File: src/logic/pfar_pkg.sv
// constants and carriers of the power-fail auto-restart block
// assumes a 100 MHz clock and the processor's io instruction timing
package pfar_pkg;
   localparam int unsigned CLK_MHZ = 100;
   localparam int unsigned CLK_PERIOD_NS = 10;
   localparam int unsigned GRACE_US = 1000;
   localparam int unsigned SETTLE_MS = 200;
   localparam int unsigned EXEC_NS = 4250;
   localparam int unsigned GRACE_CYC = GRACE_US * CLK_MHZ;
   localparam int unsigned SETTLE_CYC = SETTLE_MS * 1000 * CLK_MHZ;
   localparam int unsigned EXEC_CYC_I = EXEC_NS / CLK_PERIOD_NS;
   localparam logic [8:0] EXEC_CYC = EXEC_CYC_I[8:0];
   localparam logic [11:0] OP_SKIP_SUPPLY_LOW = 12'hC42;
   localparam logic [11:0] ADDR_PC_STORE = 12'h000;
   localparam logic [11:0] ADDR_RESUME = 12'h001;
   localparam logic [11:0] ADDR_ZERO = 12'h000;

   typedef enum logic [2:0] {ST_RUN, ST_GRACE, ST_HOLD, ST_SETTLE,
      ST_MANUAL} pfar_state_t;

   // io instruction as presented by the processor
   typedef struct packed {
      logic valid;
      logic [11:0] ir;
      logic slot2;
   } pfar_iot_t;
endpackage : pfar_pkg

File: src/logic/pfar_timer.sv
// delay counter used for the grace and settling periods; wraps at done and fires again if run stays high
// assumes run is held high for the whole wait; dropping it restarts
`timescale 1ns/1ps
module pfar_timer
(
   input wire logic mclk,
   input wire logic nrst,
   input wire logic run,
   input wire logic [31:0] limit,
   output logic done
);
   typedef struct packed {
      logic [31:0] cnt;
      logic done;
   } pfar_tmr_t;

   pfar_tmr_t s_q;
   pfar_tmr_t s_d;

   always_comb
   begin
      s_d = s_q;
      s_d.done = 1'b0;
      if (!run)
      begin
         s_d.cnt = 32'h0;
      end
      else if (s_q.cnt == limit - 32'h1)
      begin
         s_d.done = 1'b1;
         s_d.cnt = 32'h0;
      end
      else
      begin
         s_d.cnt = s_q.cnt + 32'h1;
      end
   end

   always_ff @(posedge mclk or negedge nrst)
   begin
      if (!nrst)
      begin
         s_q <= '0;
      end
      else
      begin
         s_q <= s_d;
      end
   end

   assign done = s_q.done;
endmodule : pfar_timer

File: src/logic/pfar_top.sv
// power-fail detection, grace period, hold and automatic restart
// assumes supply_ok and all processor inputs are synchronous to mclk
`timescale 1ns/1ps
module pfar_top
#(
   parameter int unsigned GRACE_CYCLES = pfar_pkg::GRACE_CYC,
   parameter int unsigned SETTLE_CYCLES = pfar_pkg::SETTLE_CYC
)
(
   input wire logic mclk,
   input wire logic nrst,
   input wire logic supply_ok,
   input wire logic restart_sw,
   input wire logic manual_start,
   input wire pfar_pkg::pfar_iot_t iot,
   input wire logic intr_ack,
   output logic supply_low_q,
   output logic intr_req_q,
   output logic run_enable_q,
   output logic program_counter_clear_q,
   output logic memory_address_register_clear_q,
   output logic start_q,
   output logic general_clear_q,
   output logic skip_on_supply_low_q,
   output logic iot_done_q,
   output logic vec_valid_q,
   output logic [11:0] vec_store_addr_q,
   output logic [11:0] vec_resume_addr_q
);
   typedef struct packed {
      pfar_pkg::pfar_state_t st;
      logic flag;
      logic irq;
      logic run;
      logic pcclr;
      logic maclr;
      logic start;
      logic gclr;
      logic skip;
      logic busy;
      logic [8:0] exec;
      logic done;
      logic vec;
      logic [11:0] store;
      logic [11:0] resume;
   } pfar_core_t;

   pfar_core_t s_q;
   pfar_core_t s_d;
   logic grace_done;
   logic settle_done;

   function automatic logic is_skip_op(input pfar_pkg::pfar_iot_t i);
      is_skip_op = i.valid && (i.ir == pfar_pkg::OP_SKIP_SUPPLY_LOW);
   endfunction : is_skip_op

   pfar_timer u_grace
   (
      .mclk(mclk),
      .nrst(nrst),
      .run(s_q.st == pfar_pkg::ST_GRACE),
      .limit(GRACE_CYCLES),
      .done(grace_done)
   );

   pfar_timer u_settle
   (
      .mclk(mclk),
      .nrst(nrst),
      .run((s_q.st == pfar_pkg::ST_SETTLE) && supply_ok),
      .limit(SETTLE_CYCLES),
      .done(settle_done)
   );

   always_comb
   begin
      s_d = s_q;
      s_d.pcclr = 1'b0;
      s_d.maclr = 1'b0;
      s_d.start = 1'b0;
      s_d.gclr = 1'b0;
      s_d.skip = 1'b0;
      s_d.done = 1'b0;
      s_d.vec = 1'b0;
      if (!supply_ok)
      begin
         s_d.flag = 1'b1;
      end
      case (s_q.st)
         pfar_pkg::ST_RUN:
         begin
            if (!supply_ok)
            begin
               s_d.st = pfar_pkg::ST_GRACE;
            end
         end
         pfar_pkg::ST_GRACE:
         begin
            s_d.run = 1'b1;
            if (grace_done)
            begin
               s_d.run = 1'b0;
               s_d.st = pfar_pkg::ST_HOLD;
            end
         end
         pfar_pkg::ST_HOLD:
         begin
            s_d.run = 1'b0;
            if (supply_ok)
            begin
               s_d.flag = 1'b0;
               if (restart_sw)
               begin
                  s_d.pcclr = 1'b1;
                  s_d.st = pfar_pkg::ST_SETTLE;
               end
               else
               begin
                  s_d.st = pfar_pkg::ST_MANUAL;
               end
            end
         end
         pfar_pkg::ST_SETTLE:
         begin
            if (!supply_ok)
            begin
               s_d.st = pfar_pkg::ST_HOLD;
            end
            else if (settle_done)
            begin
               s_d.start = 1'b1;
               s_d.maclr = 1'b1;
               s_d.gclr = 1'b1;
               s_d.run = 1'b1;
               s_d.st = pfar_pkg::ST_RUN;
            end
         end
         pfar_pkg::ST_MANUAL:
         begin
            if (!supply_ok)
            begin
               s_d.st = pfar_pkg::ST_HOLD;
            end
            else if (manual_start)
            begin
               s_d.run = 1'b1;
               s_d.st = pfar_pkg::ST_RUN;
            end
         end
         default:
         begin
            s_d.st = pfar_pkg::ST_HOLD;
         end
      endcase
      s_d.irq = s_d.flag;
      // sense in the second event slot, finish after the io time
      if (is_skip_op(iot) && iot.slot2 && s_q.flag)
      begin
         s_d.skip = 1'b1;
      end
      // a word still standing while done shows is not a new instruction
      if (is_skip_op(iot) && !s_q.busy && !s_q.done)
      begin
         s_d.busy = 1'b1;
         s_d.exec = 9'h001;
      end
      else if (s_q.busy)
      begin
         if (s_q.exec == pfar_pkg::EXEC_CYC)
         begin
            s_d.busy = 1'b0;
            s_d.done = 1'b1;
         end
         else
         begin
            s_d.exec = s_q.exec + 9'h001;
         end
      end
      if (intr_ack)
      begin
         s_d.vec = 1'b1;
         s_d.store = pfar_pkg::ADDR_PC_STORE;
         s_d.resume = pfar_pkg::ADDR_RESUME;
      end
   end

   always_ff @(posedge mclk or negedge nrst)
   begin
      if (!nrst)
      begin
         s_q <= '{st: pfar_pkg::ST_RUN, run: 1'b1, default: '0};
      end
      else
      begin
         s_q <= s_d;
      end
   end

   assign supply_low_q = s_q.flag;
   assign intr_req_q = s_q.irq;
   assign run_enable_q = s_q.run;
   assign program_counter_clear_q = s_q.pcclr;
   assign memory_address_register_clear_q = s_q.maclr;
   assign start_q = s_q.start;
   assign general_clear_q = s_q.gclr;
   assign skip_on_supply_low_q = s_q.skip;
   assign iot_done_q = s_q.done;
   assign vec_valid_q = s_q.vec;
   assign vec_store_addr_q = s_q.store;
   assign vec_resume_addr_q = s_q.resume;
endmodule : pfar_top

File: config.mk
export PLATFORM = sky130hd
export DESIGN_NAME = pfar_top
export DESIGN_NICKNAME = d
export VERILOG_FILES = /design/src/logic/pfar_pkg.sv /design/src/logic/pfar_timer.sv /design/src/logic/pfar_top.sv
export SDC_FILE = /design/constraint.sdc
export NUM_CORES = 1
export LEC_CHECK = 0
export ABC_AREA = 1
export BUFFER_PORTS_ARGS = -buffer_cell sky130_fd_sc_hd__buf_2
export CORE_UTILIZATION = 50
export DETAILED_ROUTE_END_ITERATION = 7
export GPL_TIMING_DRIVEN = 0
export PLACE_DENSITY_LB_ADDON = 0.3
export REMOVE_ABC_BUFFERS = 1
export SYNTH_ARGS = -nofsm -noshare
export SYNTH_HDL_FRONTEND = slang
export SYNTH_SLANG_ARGS = --single-unit
File: constraint.sdc
create_clock -name mclk -period 1.7 [get_ports mclk]
set_input_delay 0.34 -clock mclk [delete_from_list [all_inputs] [get_ports mclk]]
set_output_delay 0.34 -clock mclk [all_outputs]
set_load 0.05 [all_outputs]
Word-level counts from Yosys, hierarchy flattened --
Index checks and enable logic that the tools add are counted.
Storage, ports and cells: logic and storage cells 91, bits of input ports 20, bits in read-only memories 0, bits in latches 0, memory bits (writable) 0, memories kept 0, register bits 89
Operators by class: divide/modulo/power cells 0, multiplexer cells 39, reductions and logical operators 14, eq/ne operators 18, bitwise operators 0, $add $sub $neg 3, multiply operators 0, shifts and indexed selects 0, $lt $le $gt $ge 0
Operators with widths (number):
- $mux 32 | 4
- $add 32x1->32 const B | 2
- $eq 32x17->1 const B | 1
- $eq 32x25->1 const B | 1
- $mux 3 | 10
- $mux 25 | 1
- $mux 1 | 18
- $pmux 3 s5 | 1
- $ne 2x2->1 const B | 7
- $eq 12x12->1 const B | 1
- $mux 11 | 1
- $mux 10 | 1
- $reduce_and 5->1 | 2
- $add 9x1->9 const B | 1
- $eq 9x9->1 const B | 1
- $mux 9 | 1
- $eq 3x2->1 const B | 2
- $logic_and 1x1->1 | 6
- $mux 4 | 1
- $pmux 1 s4 | 1
- $reduce_bool 4->1 | 1
- $eq 3x1->1 const B | 1
- $eq 3x3->1 const B | 1
- $logic_not 3->1 | 1
- other kinds (6) | 7

Logic depth before layout (Yosys ltp) --
Gate-level depths: netlist of run 1.
word-level depth 6, depth in mapped cells 9, mapped depth without buffers 9

Cells and area by module --
From an unflattened synthesis of run 1, not the netlist that was laid out.
Second synthesis, totals: cell total of the unflattened synthesis 1163, area total of the unflattened synthesis 7613.6 sq um
Modules (own cells, without submodules):
- pfar_timer | area each 3111.7 sq um, instances 2, cells an instance 486
- pfar_top | area each 1390.1 sq um, instances 1, cells an instance 191

Least setup slack after synthesis of run 1 --
Ideal clock, no wire load.
kind register to register, start register u_settle.s_q[1] (netlist bit), end register u_settle.s_q[11] (netlist bit), data required time 1.578 ns, path slack 0.252 ns, path buffers 0, setup time 0.122 ns, arrival 1.326 ns, stages on the path, launching flop included 9, cells stage by stage dfrtp_1 -> ha_1 -> nand3_1 -> inv_2 -> nand2_4 -> nor2_1 -> nand2_1 -> nand2_2 -> nor2_1
RTL lines:
- start, declared | line pfar_timer.sv:17 | pfar_tmr_t s_q;
- start signal, assigned | line pfar_timer.sv:43 | s_q <= '0;
- start signal, assigned | line pfar_timer.sv:47 | s_q <= s_d;

==> results of run 1 <==
worst max-delay path, cell delays in order (launching register included):
cell and delay, ps:
dfrtp_2 410, ha_2 270, nand3_2 150, inv_2 130, nand2_4 70, nor2_1 100
nand2_1 150, nand3_1 120, nor2_1 50
cells by family after synthesis:
| family | Yosys count | share of synthesized area |
|---|---|---|
| fa+ha+maj | 4 | 0.009275 |
| compound gates | 18 | 0.01878 |
| other cells | 1 | 0.0006949 |
| flops | 87 | 0.4037 |
| xor+xnor | 31 | 0.05031 |
| simple gates | 523 | 0.4206 |
| buf+inv | 105 | 0.09668 |
flip-flops by register name (all words and copies together), names as in the netlist:
register	count
u_settle.done	1
run_enable_q	1
skip_on_supply_low_q	1
general_clear_q	1
vec_resume_addr_q	1
intr_req_q	1
iot_done_q	1
u_settle.s_q	32
vec_valid_q	1
u_grace.s_q	32
s_q	13
program_counter_clear_q	1
u_grace.done	1
how the worst max path moves through the flow:
stage,slack (ps),startpoint,endpoint,cells past startpoint
2_1_floorplan,180,general_clear_q,general_clear_q,0
3_3_place_gp,-480,nrst,iot_done_q,1
3_5_place_dp,-70,u_settle.s_q[1],u_settle.s_q[12],8
4_1_cts,20,u_settle.s_q[1],u_settle.s_q[21],8
5_1_grt,30,u_settle.s_q[1],u_settle.s_q[21],8
6_report,130,u_settle.s_q[1],u_settle.s_q[21],8
Yosys cell counts, drive strengths merged:
library cell,number
nand2,244
nor2b,1
o21bai,1
nor2,195
inv,72
nand4,8
nand3,61
conb,1
ha,4
or2,1
o32ai,1
nand3b,1
xnor2,14
buf,31
nor3,9
a21oi,6
clkbuf,2
o31ai,1
nor3b,3
dfstp,1
o21a,1
dfrtp,86
xor2,17
o21ai,8
area by class of cell:
| cell class | instances | area (um2) |
|---|---|---|
| fill | 1015 | 4616 |
| multi-input combinational | 599 | 2799 |
| sequential | 87 | 2180 |
| inverter | 72 | 272.8 |
| timing repair buffer | 32 | 190.2 |
| tap | 136 | 170.2 |
| clock buffer | 10 | 137.6 |
| clock inverter | 6 | 51.30 |
metal layers:
layer	up-vias	wire (um)
met1	2181	5176
met3	24	540
li1	2387	-
met5	-	0
met2	109	5455
met4	0	304
through the flow:
| step | instances | instance area (um2) | utilization | setup TNS (ps) | setup slack (ps) |
|---|---|---|---|---|---|
| 5_1_grt | 942 | 5801 | 0.5569 | 0 | 27.22 |
| 4_1_cts | 942 | 5792 | 0.5560 | 0 | 16.50 |
| 3_3_place_gp | 924 | 5548 | 0.5326 | -41070 | -480.8 |
| 2_1_floorplan | 758 | 5228 | - | 0 | 179.0 |
| 6_report | 942 | 5801 | 0.5569 | 0 | 130.5 |
| 3_5_place_dp | 925 | 5578 | 0.5355 | -579.0 | -72.62 |
timing repair:
| action | CTS | global route |
|---|---|---|
| endpoints found under the setup margin | 14 | 13 |
| gates resized for setup | 3 | 3 |
| hold endpoints to repair | 18 | 0 |
| pin swaps | 0 | 0 |
| gates cloned | 0 | 0 |
| hold buffers | 1 | 0 |
power groups by stage:
stage	Clock, mW	Combinational (mW)	Sequential, mW
global placement	0	0.872	2.27
CTS	1.45	0.921	2.24
global route	1.53	1.03	2.25
finish	1.41	0.906	2.24
floorplan	0	0.529	2.40
detailed placement	0	0.901	2.28
==> impl_metrics.json, run 1 <==
{
  "setup_viol": 0,
  "p_sw_frac": 0.3523,
  "busiest_layer": "met2",
  "ys_warn_count": 0,
  "area_growth_pct": 7.489,
  "vias": 4701,
  "drc": 0,
  "max-cap-violations": 0,
  "drive_gt1_frac": 0.1228,
  "track_usage": 0.2188,
  "netlist_area_um2": 5396,
  "fin_crit_ps": 1570,
  "drtIter0Drc": 292,
  "viasPerCell": 4.990,
  "antenna_found_initial": 0,
  "reg2reg_depth": 8,
  "path_clk_slew_ps": 90,
  "synth-seq-cells": 87,
  "die-area_um2": 11210,
  "die_x_um": 105.9,
  "min_from": "intr_ack",
  "r2r_slack_ps": 130,
  "intPower_mw": 2.953,
  "cp-start-kind": "flop",
  "gr-usage-met2": 0.3655,
  "routed_wirelength_mm": 11.48,
  "num_antenna_cells": 0,
  "peakVddDrop_mv": 0.6023,
  "grt_pass1_wl_mm": 19.48,
  "crit_arrival_ps": 1820,
  "routedWlPerCell_um": 12.18,
  "reg2reg_to": "u_settle.s_q[21]",
  "grt-ovfl-total": 0,
  "power.density_nw_per_um2": 785.8,
  "regToRegStartpoint": "u_settle.s_q[1]",
  "grtUsageMet3": 0.03924,
  "fin_crit_sh": 0.9233,
  "hp-class": "input port to flop",
  "clock-sinks": 87,
  "start_util": 0.5181,
  "critical_path_class": "flop to flop",
  "min_path_cells": 1,
  "endpoint_kind": "flop",
  "core_um2": 10420,
  "root_buffer": "clkbuf_8",
  "clk-insertion-delay-late_ps": 390,
  "dp_hpwl_mm": 8.722,
  "final_cell_mix": "231 x nand2_1, 168 x nor2_1, 85 x dfrtp_1, 68 x inv_1, 57 x nand3_1",
  "cp.required_ps": 1950,
  "cts_tree": "yes",
  "seq_power_share": 0.492,
  "drtAntennaViolNets": 0,
  "place_congestion": 0.9460,
  "final_common_cell": "nand2_1",
  "use_met1": 0.2735,
  "finalHoldViolations": 0,
  "critPathMaxFanout": 6,
  "h-tree-depth": 3,
  "grt_pass1_vias": 4434,
  "cts_buffer_depth": 2,
  "synth_area_per_cell_um2": 7.017,
  "io_pins": 54,
  "dieHeight_um": 105.9,
  "ys_seq_area_frac": 0.4037,
  "slew_violations": 0,
  "p_clk_frac": 0.309,
  "grt_max_degree": 70,
  "combPwrFrac": 0.199,
  "fmax_mhz": 637.1,
  "synth_area_leaders": "dfrtp_1 40%, nand2_1 16%, nor2_1 12%",
  "numCtsBuffers": 9,
  "fin_worst_skew_ps": 18.32,
  "leakage_nw": 2.420,
  "whs_ps": 75.74,
  "ys_types": 33,
  "total_power_mw": 4.558,
  "synth_top_area_frac": 0.3988,
  "yosys.area.top_type": "dfrtp_1",
  "first_pass_iters": 6,
  "synthCells": 769,
  "post_cts_buffers": 0,
  "whs_endpoint": "vec_valid_q",
  "rsz0062_at_grt": "false",
  "nets": 825,
  "power_switching_mw": 1.606,
  "row_count": 37,
  "port-buffer-count": 30,
  "outcome": "completed"
}
No activity file was read; power rests on OpenSTA's default activity.
==> inputs of run 2 (changes only) <==
--- a/config.mk
+++ b/config.mk
@@ -9,7 +9,6 @@
 export BUFFER_PORTS_ARGS = -buffer_cell sky130_fd_sc_hd__buf_2
 export CORE_UTILIZATION = 50
 export DETAILED_ROUTE_END_ITERATION = 7
-export GPL_TIMING_DRIVEN = 0
 export PLACE_DENSITY_LB_ADDON = 0.3
 export REMOVE_ABC_BUFFERS = 1
 export SYNTH_ARGS = -nofsm -noshare
==> constraint.sdc (replaced) <==
create_clock -name mclk -period 1.7 [get_ports mclk]
set_input_delay 0.17 -clock mclk [delete_from_list [all_inputs] [get_ports mclk]]
set_output_delay 0.17 -clock mclk [all_outputs]
set_load 0.05 [all_outputs]
==> impl_metrics.json, run 2 (synthesized netlist as in run 1, its figures left out) <==
{
  "regToRegStartpoint": "u_settle.s_q[1]",
  "fin_crit_ps": 1564,
  "track_usage": 0.2281,
  "peakVddDrop_mv": 0.6254,
  "drc": 0,
  "wirelength_met1_mm": 5.326,
  "first_pass_iters": 5,
  "clk-insertion-delay-late_ps": 370,
  "cts_buffer_depth": 2,
  "vias": 4741,
  "outcome": "completed",
  "fin_setup_tns_ps": 0,
  "path_clk_slew_ps": 80,
  "place_congestion": 0.9475,
  "grt-ovfl-total": 0,
  "post_cts_buffers": 0,
  "rsz0062_at_grt": "false",
  "h-tree-depth": 3,
  "hp-class": "input port to flop",
  "largest_registers": "u_grace.s_q x32, u_settle.s_q x32, s_q x13",
  "critPathMaxFanout": 9,
  "drtIter0Drc": 181,
  "root_buffer": "clkbuf_8",
  "row_count": 37,
  "grt_max_degree": 35,
  "finalNonFillerCells": 950,
  "area_growth_pct": 9.228,
  "dp.cells": 929,
  "num_antenna_cells": 0,
  "final_common_cell": "nand2_1",
  "post_cts_resized": 0,
  "grt_pass1_vias": 4670,
  "grt_pass1_wl_mm": 20.53,
  "fmax_mhz": 639.4,
  "start_util": 0.5181,
  "port-buffer-count": 30,
  "reg2reg_depth": 8,
  "cp.required_ps": 1950,
  "core_um2": 10420,
  "cts_tree": "yes",
  "slew_violations": 0,
  "nets": 833,
  "routed_wirelength_mm": 11.63,
  "whs_endpoint": "s_q[46]",
  "die_x_um": 105.9,
  "fill_cells": 981,
  "crit_arrival_ps": 1820,
  "final_cell_mix": "231 x nand2_1, 168 x nor2_1, 86 x dfrtp_1, 68 x inv_1, 58 x nand3_1",
  "drive_gt1_frac": 0.1216,
  "r2r_slack_ps": 140,
  "routedWlPerCell_um": 12.24,
  "postCtsHoldBufs": 5,
  "power.density_nw_per_um2": 836.0,
  "io_pins": 54,
  "min_path_cells": 3,
  "die-area_um2": 11210,
  "highest_layer": "met4",
  "met2_length_mm": 5.572,
  "setup_viol": 0,
  "dp_hpwl_mm": 8.942,
  "antenna_found_initial": 0,
  "dieHeight_um": 105.9,
  "leakage_nw": 2.490,
  "fin_worst_skew_ps": 9.803,
  "endpoint_kind": "flop",
  "finalHoldViolations": 0,
  "min_from": "supply_ok",
  "cp-start-kind": "flop",
  "viasPerCell": 4.991,
  "reg2reg_to": "u_settle.s_q[12]",
  "drtAntennaViolNets": 0,
  "critical_path_class": "flop to flop",
  "fin_crit_sh": 0.9199,
  "clock-sinks": 87,
  "numCtsBuffers": 9,
  "met3_length_um": 392,
  "max-cap-violations": 0
}
[run 2: cell count changes in the layout (fill, tap and decap cells not counted), moves of 3 or more]
cell	previous run	this run
dlygate4sd3_1	1	5
buf_4	1	5
clkinvlp_4	3	0
bufinv_16	0	3
[run 2: final cells by class]
| type | instances | area (um2) | share of cell area |
|---|---|---|---|
| inverters | 72 | 270.3 | 0.04585 |
| multi-input cells | 599 | 2779 | 0.4715 |
| clock buffers | 10 | 127.6 | 0.02165 |
| well taps | 136 | 170.2 | 0.02887 |
| repair buffers | 40 | 252.7 | 0.04288 |
| clock inverters | 6 | 116.4 | 0.01974 |
| flip-flops and latches | 87 | 2178 | 0.3696 |
[run 2: through the flow]
stage               setup slack, ps  instance area [um2]  hold WS, ps  power, mW  utilization
floorplan                     251.6                 5228       -125.6      2.930            -
global placement              248.1                 5600        114.9      3.177       0.5377
detailed placement            156.0                 5600        122.0      3.199       0.5377
CTS                           140.4                 5894        93.56      4.983       0.5659
global route                  28.77                 5894        139.1      5.178       0.5659
finish                        136.2                 5894        112.7      4.927       0.5659
[run 2: worst max-delay path, stage by stage (launching register included)]
cell and delay (ps):
dfrtp_1 440, ha_1 220, nand3_1 150, inv_2 130, nand2_4 70, nor2_1 100
nand2_1 90, nand2_2 170, nor2_1 80
[run 2: worst max path at each step]
stage,start,to,cells after the start
finish,u_settle.s_q[1],u_settle.s_q[12],8
global route,u_settle.s_q[1],u_settle.s_q[12],8
CTS,u_settle.s_q[1],u_settle.s_q[12],8
detailed placement,u_settle.s_q[1],u_settle.s_q[12],8
global placement,u_settle.s_q[1],u_settle.s_q[25],8
floorplan,u_settle.s_q[1],u_settle.s_q[11],8
[run 2: power breakdown]
part	switching (mW)	internal [mW]
Clock	0.777	0.990
Sequential	0.0834	2.16
Combinational	0.703	0.218
[run 2: routing by layer]
metal | up-vias | track usage
met5 | - | 0
met4 | 0 | 0.1111
met3 | 30 | 0.03617
met2 | 101 | 0.3842
met1 | 2197 | 0.2857
li1 | 2413 | -
